==> config.mk <==
export PLATFORM = sky130hd
export DESIGN_NAME = ulpirg_top
export DESIGN_NICKNAME = d
export VERILOG_FILES = /design/src/ulpirg_sync.v /design/src/ulpirg_top.v
export VERILOG_INCLUDE_DIRS = /design/src
export SDC_FILE = /design/constraint.sdc
export NUM_CORES = 1
export LEC_CHECK = 0
export BUFFER_PORTS_ARGS = -buffer_cell sky130_fd_sc_hd__buf_4
export CAP_MARGIN = 40
export CORE_MARGIN = 5
export CORE_UTILIZATION = 63
export DETAILED_ROUTE_END_ITERATION = 6
export HOLD_SLACK_MARGIN = 0.15
export PLACE_DENSITY = 0.94
export SYNTH_ARGS = -nofsm -noshare
export SYNTH_HDL_FRONTEND = slang
export SYNTH_SLANG_ARGS = --single-unit
export TNS_END_PERCENT = 1
==> constraint.sdc <==
create_clock -name clk -period 4 [get_ports clk]
set_input_delay 0.8 -clock clk [delete_from_list [all_inputs] [get_ports clk]]
set_output_delay 0.8 -clock clk [all_outputs]
set_load 0.02 [all_outputs]
==> src/ulpirg_consts.vh <==
`ifndef ULPIRG_CONSTS_VH
`define ULPIRG_CONSTS_VH

// ----------------------------------------------------------------
// Register addresses (6-bit immediate address space)
// ----------------------------------------------------------------
`define ULPIRG_ADDR_CTRL_WR      6'h0A
`define ULPIRG_ADDR_CTRL_SET     6'h0B
`define ULPIRG_ADDR_CTRL_CLR     6'h0C
`define ULPIRG_ADDR_RISE_WR      6'h0D
`define ULPIRG_ADDR_RISE_SET     6'h0E
`define ULPIRG_ADDR_RISE_CLR     6'h0F
`define ULPIRG_ADDR_STATUS       6'h13
`define ULPIRG_ADDR_LATCH        6'h14

// ----------------------------------------------------------------
// Reset values
// ----------------------------------------------------------------
`define ULPIRG_CTRL_RESET        8'h06
`define ULPIRG_RISE_RESET        8'h1F

// ----------------------------------------------------------------
// Control register bit positions
// ----------------------------------------------------------------
`define ULPIRG_CTRL_EXT_IND      7
`define ULPIRG_CTRL_EXT_DRIVE    6
`define ULPIRG_CTRL_DRIVE_REQ    5
`define ULPIRG_CTRL_CHARGE       4
`define ULPIRG_CTRL_DISCHARGE    3
`define ULPIRG_CTRL_MINUS_PD     2
`define ULPIRG_CTRL_PLUS_PD      1

// ----------------------------------------------------------------
// Event source bit positions (status, enable and latch alike)
// ----------------------------------------------------------------
`define ULPIRG_EVT_SESSION_OVER  3
`define ULPIRG_EVT_SESSION_OK    2
`define ULPIRG_EVT_SUPPLY_OK     1
`define ULPIRG_EVT_HOST_DETACH   0

// ----------------------------------------------------------------
// Link command byte fields
// ----------------------------------------------------------------
`define ULPIRG_CMD_WRITE         2'b10
`define ULPIRG_CMD_READ          2'b11

// ----------------------------------------------------------------
// Link-side protocol states
// ----------------------------------------------------------------
`define ULPIRG_ST_IDLE           3'h0
`define ULPIRG_ST_WR_DATA        3'h1
`define ULPIRG_ST_WR_STOP        3'h2
`define ULPIRG_ST_RD_ACK         3'h3
`define ULPIRG_ST_RD_TURN        3'h4
`define ULPIRG_ST_RD_DATA        3'h5
`define ULPIRG_ST_RX_TURN        3'h6
`define ULPIRG_ST_RX_DATA        3'h7

// ----------------------------------------------------------------
// Synchroniser width: clock, stop, data, four sources, fault,
// line state, low-power entry
// ----------------------------------------------------------------
`define ULPIRG_SYNC_W            18

`endif

==> src/ulpirg_sync.v <==
`timescale 1ns/10ps
`default_nettype none

// ----------------------------------------------------------------
// Two-stage synchroniser, one chain per bit
// ----------------------------------------------------------------
module ulpirg_sync
#(
   parameter WIDTH = 1
)
(
   // Clock and reset
   input  wire             clk,
   input  wire             rst,
   // Asynchronous inputs
   input  wire [WIDTH-1:0] async_in,
   // Synchronised outputs
   output wire [WIDTH-1:0] sync_out
);

   genvar i;

   generate
      for (i = 0; i < WIDTH; i = i + 1)
      begin : g_chain
         reg stage1;
         reg stage2;

         // First stage feeds only the second
         always @(posedge clk)
         begin
            if (rst)
            begin
               stage1 <= 1'b0;
               stage2 <= 1'b0;
            end
            else
            begin
               stage1 <= async_in[i];
               stage2 <= stage1;
            end
         end

         assign sync_out[i] = stage2;
      end
   endgenerate

endmodule // ulpirg_sync

`default_nettype wire

==> src/ulpirg_top.v <==
// Functional notes
// Control register reads at 0Ah-0Ch; plain write 0Ah, set 0Bh, clear 0Ch.
// Rise enable register reads at 0Dh-0Fh; plain write 0Dh, set 0Eh, clear 0Fh.
// Set ORs in written ones, clear drops them, zeros leave bits alone.
// Control bit 7 picks the supply-ok source: zero comparator, one fault pin.
// Control bit 6 at one pulls the power switch pin low, else leaves it undriven.
// Control bit 5 requests 5 V supply drive, optional when bit 6 is one.
// Control bit 4 charges the supply; the link first checks discharge and 2 ms SE0.
// Control bit 3 discharges the supply until the link sees a session over rise.
// Control bit 2 connects the minus-line 15 kOhm pull-down; resets to one.
// Control bit 1 connects the plus-line 15 kOhm pull-down; resets to one.
// The link never writes one to reserved control bit 0.
// An enabled source rise raises the interrupt and queues a receive command.
// Enable bits 3..0: session over, session ok, supply ok, host detach; 7-4 reserved.
// After reset the enable register holds 1Fh, every rise enabled.
// Status shows the live comparator and detector outputs.
// An enabled rise sets its latch bit; a latch read or low-power entry clears it.
`timescale 1ns/10ps
`default_nettype none
`include "ulpirg_consts.vh"

module ulpirg_top
(
   // Clock and reset
   input  wire       clk,
   input  wire       rst,
   // Link interface, sampled on detected link clock rises
   input  wire       ulpi_clk,
   input  wire       ulpi_stp,
   input  wire [7:0] ulpi_data_in,
   output reg  [7:0] ulpi_data_out,
   output reg        ulpi_data_oe,
   output reg        ulpi_dir,
   output reg        ulpi_nxt,
   // Analog event sources and pins
   input  wire       session_over_flag,
   input  wire       session_ok_flag,
   input  wire       supply_ok_comparator,
   input  wire       host_detach_flag,
   input  wire       fault_in,
   input  wire [1:0] line_state,
   input  wire       low_power_entry,
   // Supply and pull-down controls
   output wire       power_switch_out_n,
   output reg        power_switch_oe,
   output reg        external_indicator_select,
   output reg        supply_drive_request,
   output reg        supply_charge,
   output reg        supply_discharge,
   output reg        minus_line_pull_low,
   output reg        plus_line_pull_low,
   // Event indication
   output reg        event_irq
);
   // ----------------------------------------------------------------
   // Register update helpers
   // ----------------------------------------------------------------
   // Plain, set or clear write picked by the address within a triplet
   function [7:0] apply_write;
      input [7:0] old_val;
      input [7:0] wval;
      input [1:0] kind;
      begin
         case (kind)
            2'h0:    apply_write = wval;
            2'h1:    apply_write = old_val | wval;
            2'h2:    apply_write = old_val & ~wval;
            default: apply_write = old_val;
         endcase
      end
   endfunction
   // Position of an address within the triplet starting at base
   function [1:0] triplet_kind;
      input [5:0] addr;
      input [5:0] base;
      begin
         triplet_kind = addr[1:0] - base[1:0];
      end
   endfunction
   // True when addr falls in the three-address window at base
   function in_triplet;
      input [5:0] addr;
      input [5:0] base;
      begin
         in_triplet = (addr >= base) && (addr <= base + 6'h02);
      end
   endfunction

   // ----------------------------------------------------------------
   // Input synchronisation
   // ----------------------------------------------------------------
   wire [`ULPIRG_SYNC_W-1:0] sync_bus;
   ulpirg_sync #(.WIDTH (`ULPIRG_SYNC_W)) u_sync
   (
      .clk      (clk),
      .rst      (rst),
      .async_in ({ulpi_clk, ulpi_stp, ulpi_data_in,
                  session_over_flag, session_ok_flag,
                  supply_ok_comparator, host_detach_flag,
                  fault_in, line_state, low_power_entry}),
      .sync_out (sync_bus)
   );
   // Fields of the synchronised bus, in packing order
   wire       link_clk_s   = sync_bus[17];
   wire       stp_s        = sync_bus[16];
   wire [7:0] data_s       = sync_bus[15:8];
   wire [3:0] sources_s    = sync_bus[7:4];
   wire       fault_s      = sync_bus[3];
   wire [1:0] line_state_s = sync_bus[2:1];
   wire       low_power_s  = sync_bus[0];

   // ----------------------------------------------------------------
   // Link clock edge detection
   // ----------------------------------------------------------------
   reg  link_clk_prev;
   // Works on the synchronised copy, never on the first stage
   always @(posedge clk)
   begin
      if (rst)
         link_clk_prev <= 1'b0;
      else
         link_clk_prev <= link_clk_s;
   end
   wire link_tick = link_clk_s & ~link_clk_prev;

   // ----------------------------------------------------------------
   // Registers and event state
   // ----------------------------------------------------------------
   reg  [7:0] dual_role_control_reg;
   reg  [7:0] rise_event_enable_reg;
   reg  [3:0] event_source_status_reg;
   reg  [3:0] event_latch_reg;
   reg        rxcmd_pending;
   reg  [2:0] state;
   reg  [5:0] cmd_addr;
   reg  [7:0] wr_data;
   wire       rxcmd_sent;
   // Supply-ok follows the fault pin or the comparator
   wire [3:0] live_sources = {sources_s[3:2],
      dual_role_control_reg[`ULPIRG_CTRL_EXT_IND] ? fault_s : sources_s[1],
      sources_s[0]};
   // Enabled rises against the previously seen levels
   wire [3:0] rise_hits = live_sources & ~event_source_status_reg
                          & rise_event_enable_reg[3:0]; // see R12
   // Status follows the sources every cycle
   always @(posedge clk)
   begin
      if (rst)
         event_source_status_reg <= 4'h0;
      else
         event_source_status_reg <= live_sources;
   end
   wire latch_read_done = link_tick && (state == `ULPIRG_ST_RD_DATA)
                          && (cmd_addr == `ULPIRG_ADDR_LATCH);
   // Latch: a rise in the clearing cycle survives the clear
   always @(posedge clk)
   begin
      if (rst)
         event_latch_reg <= 4'h0;
      else if (latch_read_done || low_power_s)
         event_latch_reg <= rise_hits;
      else
         event_latch_reg <= event_latch_reg | rise_hits;
   end
   // Interrupt level follows any latched event
   always @(posedge clk)
   begin
      if (rst)
         event_irq <= 1'b0;
      else
         event_irq <= |(event_latch_reg | rise_hits);
   end
   // Queued receive command; a new rise wins over the send
   always @(posedge clk)
   begin
      if (rst)
         rxcmd_pending <= 1'b0;
      else if (|rise_hits)
         rxcmd_pending <= 1'b1;
      else if (rxcmd_sent)
         rxcmd_pending <= 1'b0;
   end

   // ----------------------------------------------------------------
   // Register writes
   // ----------------------------------------------------------------
   wire wr_commit = link_tick && (state == `ULPIRG_ST_WR_STOP) && stp_s;
   // Both triplets share the write helper
   always @(posedge clk)
   begin
      if (rst)
      begin
         dual_role_control_reg <= `ULPIRG_CTRL_RESET; // see R9
         rise_event_enable_reg <= `ULPIRG_RISE_RESET;
      end
      else if (wr_commit)
      begin
         if (in_triplet(cmd_addr, `ULPIRG_ADDR_CTRL_WR))
            dual_role_control_reg <= apply_write(dual_role_control_reg, wr_data,
               triplet_kind(cmd_addr, `ULPIRG_ADDR_CTRL_WR)); // see R1
         if (in_triplet(cmd_addr, `ULPIRG_ADDR_RISE_WR))
            rise_event_enable_reg <= apply_write(rise_event_enable_reg, wr_data,
               triplet_kind(cmd_addr, `ULPIRG_ADDR_RISE_WR)); // see R2
      end
   end

   // ----------------------------------------------------------------
   // Control outputs
   // ----------------------------------------------------------------
   wire [7:0] ctrl_reset_word = `ULPIRG_CTRL_RESET;
   // Bit 0 is stored only; nothing here acts on it
   always @(posedge clk)
   begin
      if (rst)
         {external_indicator_select, power_switch_oe, supply_drive_request, supply_charge,
          supply_discharge, minus_line_pull_low, plus_line_pull_low} <= ctrl_reset_word[7:1];
      else
      begin
         power_switch_oe           <= dual_role_control_reg[`ULPIRG_CTRL_EXT_DRIVE];
         external_indicator_select <= dual_role_control_reg[`ULPIRG_CTRL_EXT_IND];
         supply_drive_request      <= dual_role_control_reg[`ULPIRG_CTRL_DRIVE_REQ];
         supply_charge             <= dual_role_control_reg[`ULPIRG_CTRL_CHARGE];
         supply_discharge          <= dual_role_control_reg[`ULPIRG_CTRL_DISCHARGE];
         minus_line_pull_low       <= dual_role_control_reg[`ULPIRG_CTRL_MINUS_PD];
         plus_line_pull_low        <= dual_role_control_reg[`ULPIRG_CTRL_PLUS_PD];
      end
   end
   // Open drain: only ever pulls low
   assign power_switch_out_n = 1'b0;

   // ----------------------------------------------------------------
   // Read data and receive command byte
   // ----------------------------------------------------------------
   reg [7:0] rd_value;
   // Unmapped addresses read as zero
   always @*
   begin
      rd_value = 8'h00;
      if (in_triplet(cmd_addr, `ULPIRG_ADDR_CTRL_WR))
         rd_value = dual_role_control_reg;
      else if (in_triplet(cmd_addr, `ULPIRG_ADDR_RISE_WR))
         rd_value = rise_event_enable_reg;
      else if (cmd_addr == `ULPIRG_ADDR_STATUS)
         rd_value = {4'h0, event_source_status_reg};
      else if (cmd_addr == `ULPIRG_ADDR_LATCH)
         rd_value = {4'h0, event_latch_reg};
   end
   // Supply level code from the comparator ladder
   wire [1:0] supply_level =
      event_source_status_reg[`ULPIRG_EVT_SUPPLY_OK]     ? 2'h3 :
      event_source_status_reg[`ULPIRG_EVT_SESSION_OK]    ? 2'h2 :
      !event_source_status_reg[`ULPIRG_EVT_SESSION_OVER] ? 2'h1 : 2'h0;
   assign rxcmd_sent = link_tick && (state == `ULPIRG_ST_RX_DATA);

   // ----------------------------------------------------------------
   // Link protocol state machine, one step per link clock rise
   // ----------------------------------------------------------------
   // A link command in idle always wins over a queued report
   always @(posedge clk)
   begin
      if (rst)
      begin
         state         <= `ULPIRG_ST_IDLE;
         cmd_addr      <= 6'h00;
         wr_data       <= 8'h00;
         ulpi_data_out <= 8'h00;
         ulpi_data_oe  <= 1'b0;
         ulpi_dir      <= 1'b0;
         ulpi_nxt      <= 1'b0;
      end
      else if (link_tick)
      begin
         case (state)
            `ULPIRG_ST_IDLE:
            begin
               if ((data_s[7:6] == `ULPIRG_CMD_WRITE) || (data_s[7:6] == `ULPIRG_CMD_READ))
               begin
                  cmd_addr <= data_s[5:0];
                  ulpi_nxt <= 1'b1;
                  state    <= (data_s[7:6] == `ULPIRG_CMD_READ) ? `ULPIRG_ST_RD_ACK
                                                               : `ULPIRG_ST_WR_DATA;
               end
               else if (rxcmd_pending && !stp_s)
               begin
                  ulpi_dir <= 1'b1;
                  state    <= `ULPIRG_ST_RX_TURN;
               end
            end
            `ULPIRG_ST_WR_DATA:
            begin
               wr_data <= data_s;
               state   <= `ULPIRG_ST_WR_STOP;
            end
            `ULPIRG_ST_WR_STOP:
            begin
               ulpi_nxt <= 1'b0;
               state    <= `ULPIRG_ST_IDLE;
            end
            `ULPIRG_ST_RD_ACK:
            begin
               ulpi_nxt <= 1'b0;
               ulpi_dir <= 1'b1;
               state    <= `ULPIRG_ST_RD_TURN;
            end
            `ULPIRG_ST_RD_TURN:
            begin
               ulpi_data_out <= rd_value;
               ulpi_data_oe  <= 1'b1;
               state         <= `ULPIRG_ST_RD_DATA;
            end
            `ULPIRG_ST_RX_TURN:
            begin
               ulpi_data_out <= {4'h0, supply_level, line_state_s};
               ulpi_data_oe  <= 1'b1;
               state         <= `ULPIRG_ST_RX_DATA;
            end
            `ULPIRG_ST_RD_DATA, `ULPIRG_ST_RX_DATA:
            begin
               ulpi_data_oe <= 1'b0;
               ulpi_dir     <= 1'b0;
               state        <= `ULPIRG_ST_IDLE;
            end
            default:
            begin
               ulpi_data_oe <= 1'b0;
               ulpi_dir     <= 1'b0;
               ulpi_nxt     <= 1'b0;
               state        <= `ULPIRG_ST_IDLE;
            end
         endcase
      end
   end

endmodule // ulpirg_top

`default_nettype wire

[Word-level counts from Yosys, hierarchy flattened]
Index checks and enable logic that the tools add are counted.
Operators by class
  add/subtract/negate cells: 2
  $lt $le $gt $ge: 4
  equal/unequal tests: 19
  multiplexer cells: 24
  bitwise operators: 11
  reductions and logical operators: 36
Operators with widths (number)
  one-hot mux 8 bit (3 select lines): 2
  one-hot mux 3 bit (6 select lines): 1
  AND 8 bit: 2
  two-way mux 8 bit: 2
  OR 8 bit: 2
  one-hot mux 8 bit (2 select lines): 1
  == test 3 bit, second input constant: 4
  == test 6 x 5 -> 1 bit, second input constant: 2
  greater-or-equal comparator 6 x 4 -> 1 bit, second input constant: 2
  <= comparator 6 x 4 -> 1 bit, second input constant: 2
  two-way mux 4 bit: 3
  AND reduction 3 bit: 4
  nonzero test 3 bit: 3
  AND 4 bit: 2
  == test 2 bit, second input constant: 4
  logical AND 1 bit: 8
  NOT 8 bit: 1
  AND reduction 2 bit: 4
  nonzero test 2 bit: 4
  OR reduction 4 bit: 2
  two-way mux 1 bit: 7
  == test 3 x 2 -> 1 bit, second input constant: 2
  two-way mux 2 bit: 3
  two-way mux 3 bit: 2
  other kinds (19): 27
Storage, ports and cells
  register bits: 98
  input port bits: 20
  output and inout bits: 20
  logic and storage cells: 153

[Depth between registers and ports, before layout]
Gate-level depths: netlist (run 1).
  depth in word-level cells: 6
  mapped depth: 7
  gate-level depth less buffers: 6

[Cells and area by module]
From an unflattened synthesis (run 1), not the netlist that was laid out.
Second synthesis, totals
  cells, all modules: 417
  area, all modules: 4056.4 um^2
Modules (own cells, without submodules)
  ulpirg_top: instances 1, cells each 324, area each 2926.6 um^2, seq. area each 1241.2 um^2
  ulpirg_sync: instances 1, cells each 93, area each 1129.8 um^2, seq. area each 720.7 um^2

[Worst setup path before layout (run 1)]
Ideal clock, no wire load.
  path type: reg2reg
  from: register cmd_addr[1]
  to: register rise_event_enable_reg[0]
  library setup time: 0.144 ns
  arrival time: 2.115 ns
  data required time: 3.856 ns
  path slack: 1.742 ns
  cell stages (with the launch flop): 8
  path buffers: 1
  period minus slack after synthesis: 2.258 ns
  cells stage by stage: dfxtp_1 inv_1 ha_1 or4b_1 or4_4 buf_6 a211oi_2 a311oi_1
Between the ends
  longest elaborated chain between the ends: 4
  elaborated cells between the ends (all ways): 10
  those cells by class: 1 x add/sub; 2 x order compare; 2 x eq/ne; 1 x mux; 4 x reduce/logical
RTL lines
  start, declared: line ulpirg_top.v:135  | reg [5:0] cmd_addr;
  start signal, assigned: line ulpirg_top.v:278  | cmd_addr <= data_s[5:0];
  subtractor 2 x 1 -> 2 bit: line ulpirg_top.v:77  | triplet_kind = addr[1:0] - base[1:0];
  == test 2 bit, or another cell as far along: line ulpirg_top.v:64  | case (kind)
  nonzero test 3 bit (no line)
  AND reduction 3 bit (no line)
  end signal, assigned: line ulpirg_top.v:194  | rise_event_enable_reg <= `ULPIRG_RISE_RESET;
  end signal, assigned: line ulpirg_top.v:202  | rise_event_enable_reg <= apply_write(rise_event_enable_reg, wr_data,
  end, declared: line ulpirg_top.v:130  | reg [7:0] rise_event_enable_reg;
Several ways; a longest one is shown, not always the timed one.
A chain may end at the register's enable or synchronous reset.

[Final worst setup path (run 1)]
  from: register cmd_addr[1]
  to: register rise_event_enable_reg[3]
Same word-level chain as after synthesis.

==> out/metrics.csv, run 1 <==
stage,metric,value,unit
critical_path,cp-endpoint,rise_event_enable_reg[3]$_SDFFE_PP1P_,
critical_path,rrSetupSlack,1.53,ns
logic_synthesis,yosys_register_bits,98,
floorplanning,io_pins,40,
global_route,grt_pass1_vias,2934,
final_layout,top_regs,"u_sync.g_chain.stage1 x18, u_sync.g_chain.stage2 x18",
cts,cts.path.max_buffers,2,
placed_design,dp_slack,1.25,ns
pwr,finalPower,1.70,mW
logic_synthesis,avgSynthCellArea,9.72,um^2
cts,numCtsBuffers,9,
critical_path,r2r.worst_path.cells,6,
drt,drt_iter0_drc,300,
final_layout,syn2layout_area_growth,10.9,%
final_layout,final_cell_count_no_fill,520,
final_layout,diodes,0,
floorplanning,die_h,89.9,um
cts,clkSinkCount,98,
drt,dr_wl_met3,572,um
global_route,grt_max_degree,88,
final_layout,finalNetCount,468,
timing,setup_tns,0,ns
timing,timing.fmax,0.404,GHz
logic_synthesis,syn-num-nets,442,
placed_design,globalplace.congestion,0.886,
global_route,antenna_found_initial,0,
global_route,grt_pass1_wl,14.2,mm
logic_synthesis,synth_cells,414,
cts,hold_buffers,0,
drt,via_per_inst,6.08,
logic_synthesis,yosysWarningCount,0,
floorplanning,core_area,6280,um^2
timing,drv_slew,0,
floorplanning,die-area,8080,um^2
timing,tightest_slew,0.869,ns
critical_path,reg2reg_from,cmd_addr[1]$_SDFFE_PP0P_,
cts,cts-resized-gates,0,
timing,fin_crit_sh,61.8,%
job,cap_violations,0,
timing,finalHoldViolCount,0,
critical_path,r2r-end,rise_event_enable_reg[3]$_SDFFE_PP1P_,
drt,wl_per_cell,16.6,um
floorplanning,rows,29,
critical_path,crit_required,4.21,ns
drt,ant_nets,0,
drt,dr_wl_met2,4.13,mm
cts,htree_levels,3,
logic_synthesis,synth_edf_count,0,
placed_design,place_inst,506,
cts,clock_latency,0.35,ns
cts,cts_root_buf,clkbuf_8,
critical_path,worst_ep_arrival_time,2.69,ns
logic_synthesis,yosys_most_used_dff,dfxtp_1,
critical_path,worstSetupPathType,reg2reg,
drt,first_pass_iters,7,
pwr,leakagePower,1.73,nW
final_layout,drive_gt1_share,16.9,%
final_layout,final_util,71.1,%
cts,postCtsSetupBuffers,0,
critical_path,setup.worst_path.end_class,flip-flop,
logic_synthesis,syn-cell-area,4020,um^2
drt,drt-total-wl,8.64,mm
timing,finalClockSkew,0.00318,ns
drt,vias,3161,
global_route,grt_remaining_overflow,0,
min_path,hold_class,reg2reg,
timing,setup_violations,0,
floorplanning,die_w,89.9,um
critical_path,worstSetupStartpointType,flip-flop,
critical_path,critPathLaunch,cmd_addr[1]$_SDFFE_PP0P_,
critical_path,worstPathMaxFanout,11,
timing,period_minus_slack,2.47,ns
pwr,p_per_area,381,nW/um^2
timing,setup_ws,1.53,ns
global_route,grt_use_total,21.1,%
placed_design,hpwlAfterDp,5.99,mm
timing,rsz0062_at_grt,false,
timing,relSlewSlack,42.1,%
status,status,"complete, no violations",
logic_synthesis,netlist-cell-type-count,57,
placed_design,port_buffers,38,
drt,routed.top_layer,met4,
logic_synthesis,yosysSeqAreaShare,48.8,%
drt,drc,0,
cts,cts_tree,done,
floorplanning,start_util,64.1,%
logic_synthesis,ys_async_sr_fraction,0,%
drt,wl_met1,3.69,mm
pwr,irDropWorstVdd,0.324,mV
cts,clkTransAtPathRegs,0.08,ns
-- cell usage after synthesis (6+ instances only) --
cell / count / share of area (%)
a21oi_1: 25 / 3.1
nand2b_1: 8 / 1.2
nand3_1: 17 / 2.1
nand2_1: 14 / 1.3
nor2b_1: 48 / 7.5
or2_2: 6 / 0.93
nand3b_1: 8 / 1.5
clkbuf_1: 16 / 1.5
mux2i_1: 15 / 3.7
a311oi_1: 7 / 1.5
nor2_1: 26 / 2.4
inv_1: 12 / 1.1
ha_1: 8 / 2.5
dfxtp_1: 98 / 49
nor3_1: 11 / 1.4
o21ai_0: 13 / 1.6
-- layer usage --
metal / vias up / track usage, %
li1: 1525 / -
met4: 0 / 7.69
met5: - / 0
met3: 23 / 6.43
met1: 1466 / 27.1
met2: 147 / 33.5
-- worst min-delay path by stage --
stage,cells past startpoint,startpoint,to,slack (ns)
final,1,u_sync.g_chain[3].stage1$_SDFF_PP0_,u_sync.g_chain[3].stage2$_SDFF_PP0_,0.44
after CTS,1,u_sync.g_chain[11].stage1$_SDFF_PP0_,u_sync.g_chain[11].stage2$_SDFF_PP0_,0.44
after global routing,1,u_sync.g_chain[12].stage1$_SDFF_PP0_,u_sync.g_chain[12].stage2$_SDFF_PP0_,0.46
after detailed placement,1,u_sync.g_chain[3].stage1$_SDFF_PP0_,u_sync.g_chain[3].stage2$_SDFF_PP0_,0.42
after global placement,1,u_sync.g_chain[7].stage1$_SDFF_PP0_,u_sync.g_chain[7].stage2$_SDFF_PP0_,0.42
after floorplan,1,u_sync.g_chain[0].stage1$_SDFF_PP0_,u_sync.g_chain[0].stage2$_SDFF_PP0_,0.41
-- worst max-delay path, stage by stage (launching register included) --
cell      delay (ns)
dfxtp_1         0.54
inv_1           0.16
ha_1            0.24
or4b_1          0.52
or4_4           0.53
a211oi_2        0.26
a311oi_1        0.07
-- layout by cell type, fill, tap and decap left out, types with 3 or more instances in the layout --
cell type  synthesis  routed
a211oi_1           3       3
a211oi_2           5       5
a21oi_1           25      25
a311oi_1           7       7
a31oi_1            5       5
a32o_1             3       3
buf_4              1      39
clkbuf_8           0      11
dfxtp_1           98      98
ha_1               8       8
inv_1             12      12
mux2i_1           15      15
nand2_1           14      14
nand2b_1           8       8
nand3_1           17      17
nand3b_1           8       8
nand4_1            5       5
nand4b_1           4       4
nor2_1            26      26
nor2b_1           48      48
nor3_1            11      11
o211ai_1           5       5
o21ai_0           13      13
o21ai_1            3       3
o31ai_1            5       5
o41ai_1            4       4
or2_2              6       6
-- power by group --
part           switching [mW]  internal [mW]  leakage [nW]
Combinational          0.0493         0.0505         0.843
Clock                   0.305          0.254        0.0883
Sequential             0.0328           1.01         0.800
-- logic make-up after synthesis --
group	Yosys count	synth area share, %
DFF	98	48.8
and+or+nand+nor	171	26.4
buffers and inverters	37	4.14
AOI/OAI and AO/OA	84	14.4
other	1	0.0932
muxes	15	3.73
adders and majority gates	8	2.49
-- metrics by stage --
step	hold WS [ns]	cell area, um^2
CTS	0.437	4460
floorplan	0.414	4020
detailed placement	0.420	4290
finish	0.440	4460
global route	0.458	4460
global placement	0.416	4290
-- area by class of cell --
type                    instances  area [um^2]
flip-flops and latches         98         1960
multi-input cells             279         1890
fillers                       456         1810
repair buffers                 39          293
clock buffers                  12          155
well taps                      77         96.3
inverters                      13         48.8
clock inverters                 2         13.8
Note: power is estimated with default switching activity, not from simulation.
==> run 2: changes to the inputs <==
ABC_AREA = 1   (was not set)
CORE_UTILIZATION = 58   (was 63)
PLACE_DENSITY = 0.89   (was 0.94)
clock period = 2.3 ns   (was 4 ns; I/O delays follow)
==> out/metrics.csv, run 2 <==
stage,metric,value,unit,change
drt,first_pass_iters,5,,was 7
logic_synthesis,yosysWarningCount,0,,unchanged
min_path,hold_class,in2reg,,was reg2reg
cts,cts_root_buf,clkbuf_8,,unchanged
drt,vias,3368,,"was 3,161"
placed_design,placed_area,4320,um^2,was 4290 um^2
drt,via_per_inst,5.19,,was 6.08
logic_synthesis,yosys_most_used_dff,dfxtp_1,,unchanged
drt,drc,0,,unchanged
status,status,"complete, no violations",,unchanged
cts,cts.path.max_buffers,2,,unchanged
final_layout,drive_gt1_share,13.4,%,was 16.9%
logic_synthesis,synthTopCellsByArea,"dfxtp_1 (49%), nor2_1 (9.2%), inv_1 (8.0%)",,"was dfxtp_1 (49%), nor2b_1 (7.5%), mux2i_1 (3.7%)"
cts,cts_tree,done,,unchanged
timing,relSlewSlack,63.6,%,was 42.1%
final_layout,stdcell_area,4490,um^2,was 4460 um^2
pwr,leakagePower,2.08,nW,was 1.73 nW
placed_design,hpwlAfterDp,6.17,mm,was 5.99 mm
critical_path,setup.worst_path.end_class,flip-flop,,unchanged
cts,postCtsSetupBuffers,0,,unchanged
timing,fin_crit_sh,80.9,%,was 61.8%
timing,finalHoldViolCount,0,,unchanged
timing,setup_violations,0,,unchanged
global_route,antenna_found_initial,0,,unchanged
timing,finalClockSkew,0.0130,ns,was 0.00318 ns
final_layout,finalNetCount,592,,was 468
logic_synthesis,synth_cells,529,,was 414
critical_path,cp-endpoint,dual_role_control_reg[2]$_SDFFE_PP1P_,,was rise_event_enable_reg[3]$_SDFFE_PP1P_
logic_synthesis,ys_async_sr_fraction,0,%,unchanged
placed_design,dp_slack,0.486,ns,was 1.25 ns
critical_path,reg2reg_from,cmd_addr[0]$_SDFFE_PP0P_,,was cmd_addr[1]$_SDFFE_PP0P_
critical_path,critPathLaunch,cmd_addr[0]$_SDFFE_PP0P_,,was cmd_addr[1]$_SDFFE_PP0P_
final_layout,final_cell_mix,"nor2_1 (98), dfxtp_1 (98), inv_1 (85)",,"was dfxtp_1 (98), nor2b_1 (48), buf_4 (39)"
logic_synthesis,syn-num-nets,557,,was 442
cts,clkTransAtPathRegs,0.09,ns,was 0.08 ns
floorplanning,rows,30,,was 29
global_route,grt_max_degree,43,,was 88
logic_synthesis,synth_top_area_share,49.0,%,was 48.8%
floorplanning,die-area,8670,um^2,was 8080 um^2
drt,drt-total-wl,8.52,mm,was 8.64 mm
logic_synthesis,yosys_register_bits,98,,unchanged
logic_synthesis,synth_edf_count,0,,unchanged
timing,period_minus_slack,1.86,ns,was 2.47 ns
cts,clock_latency,0.36,ns,was 0.35 ns
final_layout,final_cell_count_no_fill,649,,was 520
logic_synthesis,netlist-cell-type-count,37,,was 57
global_route,grt_remaining_overflow,0,,unchanged
critical_path,path_cells,inv_1 -> ha_1 -> inv_1 -> nand2_1 -> nand3_2 -> inv_1 -> nand2_4 -> a21oi_1 -> o21ai_1,,was inv_1 -> ha_1 -> or4b_1 -> or4_4 -> a211oi_2 -> a311oi_1
timing,holdWs,0.300,ns,was 0.440 ns
placed_design,globalplace.congestion,0.913,,was 0.886
logic_synthesis,yosysSeqAreaShare,49.0,%,was 48.8%
final_layout,ff_latch_area,1960,um^2,unchanged
final_layout,top_regs,"u_sync.g_chain.stage1 x18, u_sync.g_chain.stage2 x18",,unchanged
cts,numCtsBuffers,9,,unchanged
final_layout,diodes,0,,unchanged
logic_synthesis,avgSynthCellArea,7.58,um^2,was 9.72 um^2
cts,htree_levels,3,,unchanged
timing,setup_tns,0,ns,unchanged
logic_synthesis,synthTopCellsByCount,"dfxtp_1 (98), nor2_1 (98), inv_1 (85)",,"was dfxtp_1 (98), nor2b_1 (48), nor2_1 (26)"
critical_path,rrSetupSlack,0.44,ns,was 1.53 ns
logic_synthesis,synth_top_area_cell,dfxtp_1,,unchanged
timing,setup_ws,0.439,ns,was 1.53 ns
critical_path,worstSetupStartpointType,flip-flop,,unchanged
drt,wl_per_cell,13.1,um,was 16.6 um
timing,tightest_slew,0.542,ns,was 0.869 ns
cts,hold_buffers,0,,unchanged
critical_path,r2r-end,dual_role_control_reg[2]$_SDFFE_PP1P_,,was rise_event_enable_reg[3]$_SDFFE_PP1P_
critical_path,worstSetupPathType,reg2reg,,unchanged
drt,ant_nets,0,,unchanged
critical_path,r2r.worst_path.cells,9,,was 6
timing,drv_slew,0,,unchanged
pwr,finalPower,2.91,mW,was 1.70 mW
floorplanning,start_util,59.3,%,was 64.1%
floorplanning,io_pins,40,,unchanged
critical_path,path_common_cell,inv_1,,
global_route,grt_pass1_wl,14.3,mm,was 14.2 mm
placed_design,place_inst,633,,was 506
critical_path,worstPathMaxFanout,18,,was 11
floorplanning,die_w,93.1,um,was 89.9 um
pwr,p_per_area,647,nW/um^2,was 381 nW/um^2
critical_path,crit_required,2.54,ns,was 4.21 ns
global_route,grt_use_total,20.8,%,was 21.1%
cts,clkSinkCount,98,,unchanged
final_layout,nFillCells,597,,was 456
critical_path,worst_ep_arrival_time,2.10,ns,was 2.69 ns
placed_design,port_buffers,38,,unchanged
floorplanning,core_area,6760,um^2,was 6280 um^2
final_layout,multi_input_area,1630,um^2,was 1890 um^2
global_route,grt_pass1_vias,3219,,"was 2,934"
job,cap_violations,0,,unchanged
critical_path,crit_slowest_cell,dfxtp_1,,unchanged
critical_path,max_stage_delay,0.37,ns,was 0.54 ns
drt,drt_iter0_drc,266,,was 300
timing,rsz0062_at_grt,false,,unchanged
pwr,irDropWorstVdd,0.439,mV,was 0.324 mV
final_layout,syn2layout_area_growth,12.1,%,was 10.9%
logic_synthesis,syn-cell-area,4010,um^2,was 4020 um^2
timing,timing.fmax,0.537,GHz,was 0.404 GHz
floorplanning,die_h,93.1,um,was 89.9 um
final_layout,final_util,66.5,%,was 71.1%
cts,cts-resized-gates,0,,unchanged
[run 2: metal layers]
metal,up-vias,share of wire [%],GRT usage [%]
li1,1732,-,-
met5,-,0,0
met3,31,6.6,4.18
met4,0,3.7,12.1
met1,1473,44,25.8
met2,132,45,33.6
[run 2: logic make-up after synthesis]
group / after synthesis / synth area share, %
AND/OR/NAND/NOR: 221 / 24.5
buffers and inverters: 104 / 10.3
flip-flops: 98 / 49.0
AO/OA/AOI/OAI: 97 / 13.6
adder cells (fa/ha/maj): 8 / 2.50
other: 1 / 0.0936
[run 2: area by class of cell]
| cell class | count | share of cell area [%] |
|---|---|---|
| Clock buffer | 10 | 2.84 |
| Clock inverter | 6 | 0.919 |
| Inverter | 88 | 7.35 |
| Timing Repair Buffer | 40 | 6.68 |
| Tap cell | 80 | 2.23 |
| Multi-Input combinational cell | 327 | 36.3 |
| Sequential cell | 98 | 43.7 |
[run 2: critical path, delay by kind of cell, from the launching register on]
family          cells  cell delay (ns)
buf+inv             3             0.51
flops               1             0.37
simple gates        3             0.49
compound gates      2             0.21
fa+ha+maj           1             0.18
[run 2: how the worst min path moves through the flow]
stage                                               from                              endpoint  slack, ns  cells after the start
finish                                     line_state[0]   u_sync.g_chain[1].stage1$_SDFF_PP0_       0.30                      3
global route                             ulpi_data_in[1]   u_sync.g_chain[9].stage1$_SDFF_PP0_       0.28                      3
CTS                                        line_state[0]   u_sync.g_chain[1].stage1$_SDFF_PP0_       0.29                      3
detailed placement  u_sync.g_chain[13].stage1$_SDFF_PP0_  u_sync.g_chain[13].stage2$_SDFF_PP0_       0.39                      2
global placement    u_sync.g_chain[16].stage1$_SDFF_PP0_  u_sync.g_chain[16].stage2$_SDFF_PP0_       0.39                      2
floorplan            u_sync.g_chain[0].stage1$_SDFF_PP0_   u_sync.g_chain[0].stage2$_SDFF_PP0_       0.39                      2
[run 2: power breakdown]
group | switching (mW) | internal, mW
logic | 0.103 | 0.0645
registers | 0.0251 | 1.74
clock network | 0.578 | 0.393
total | 0.706 | 2.20
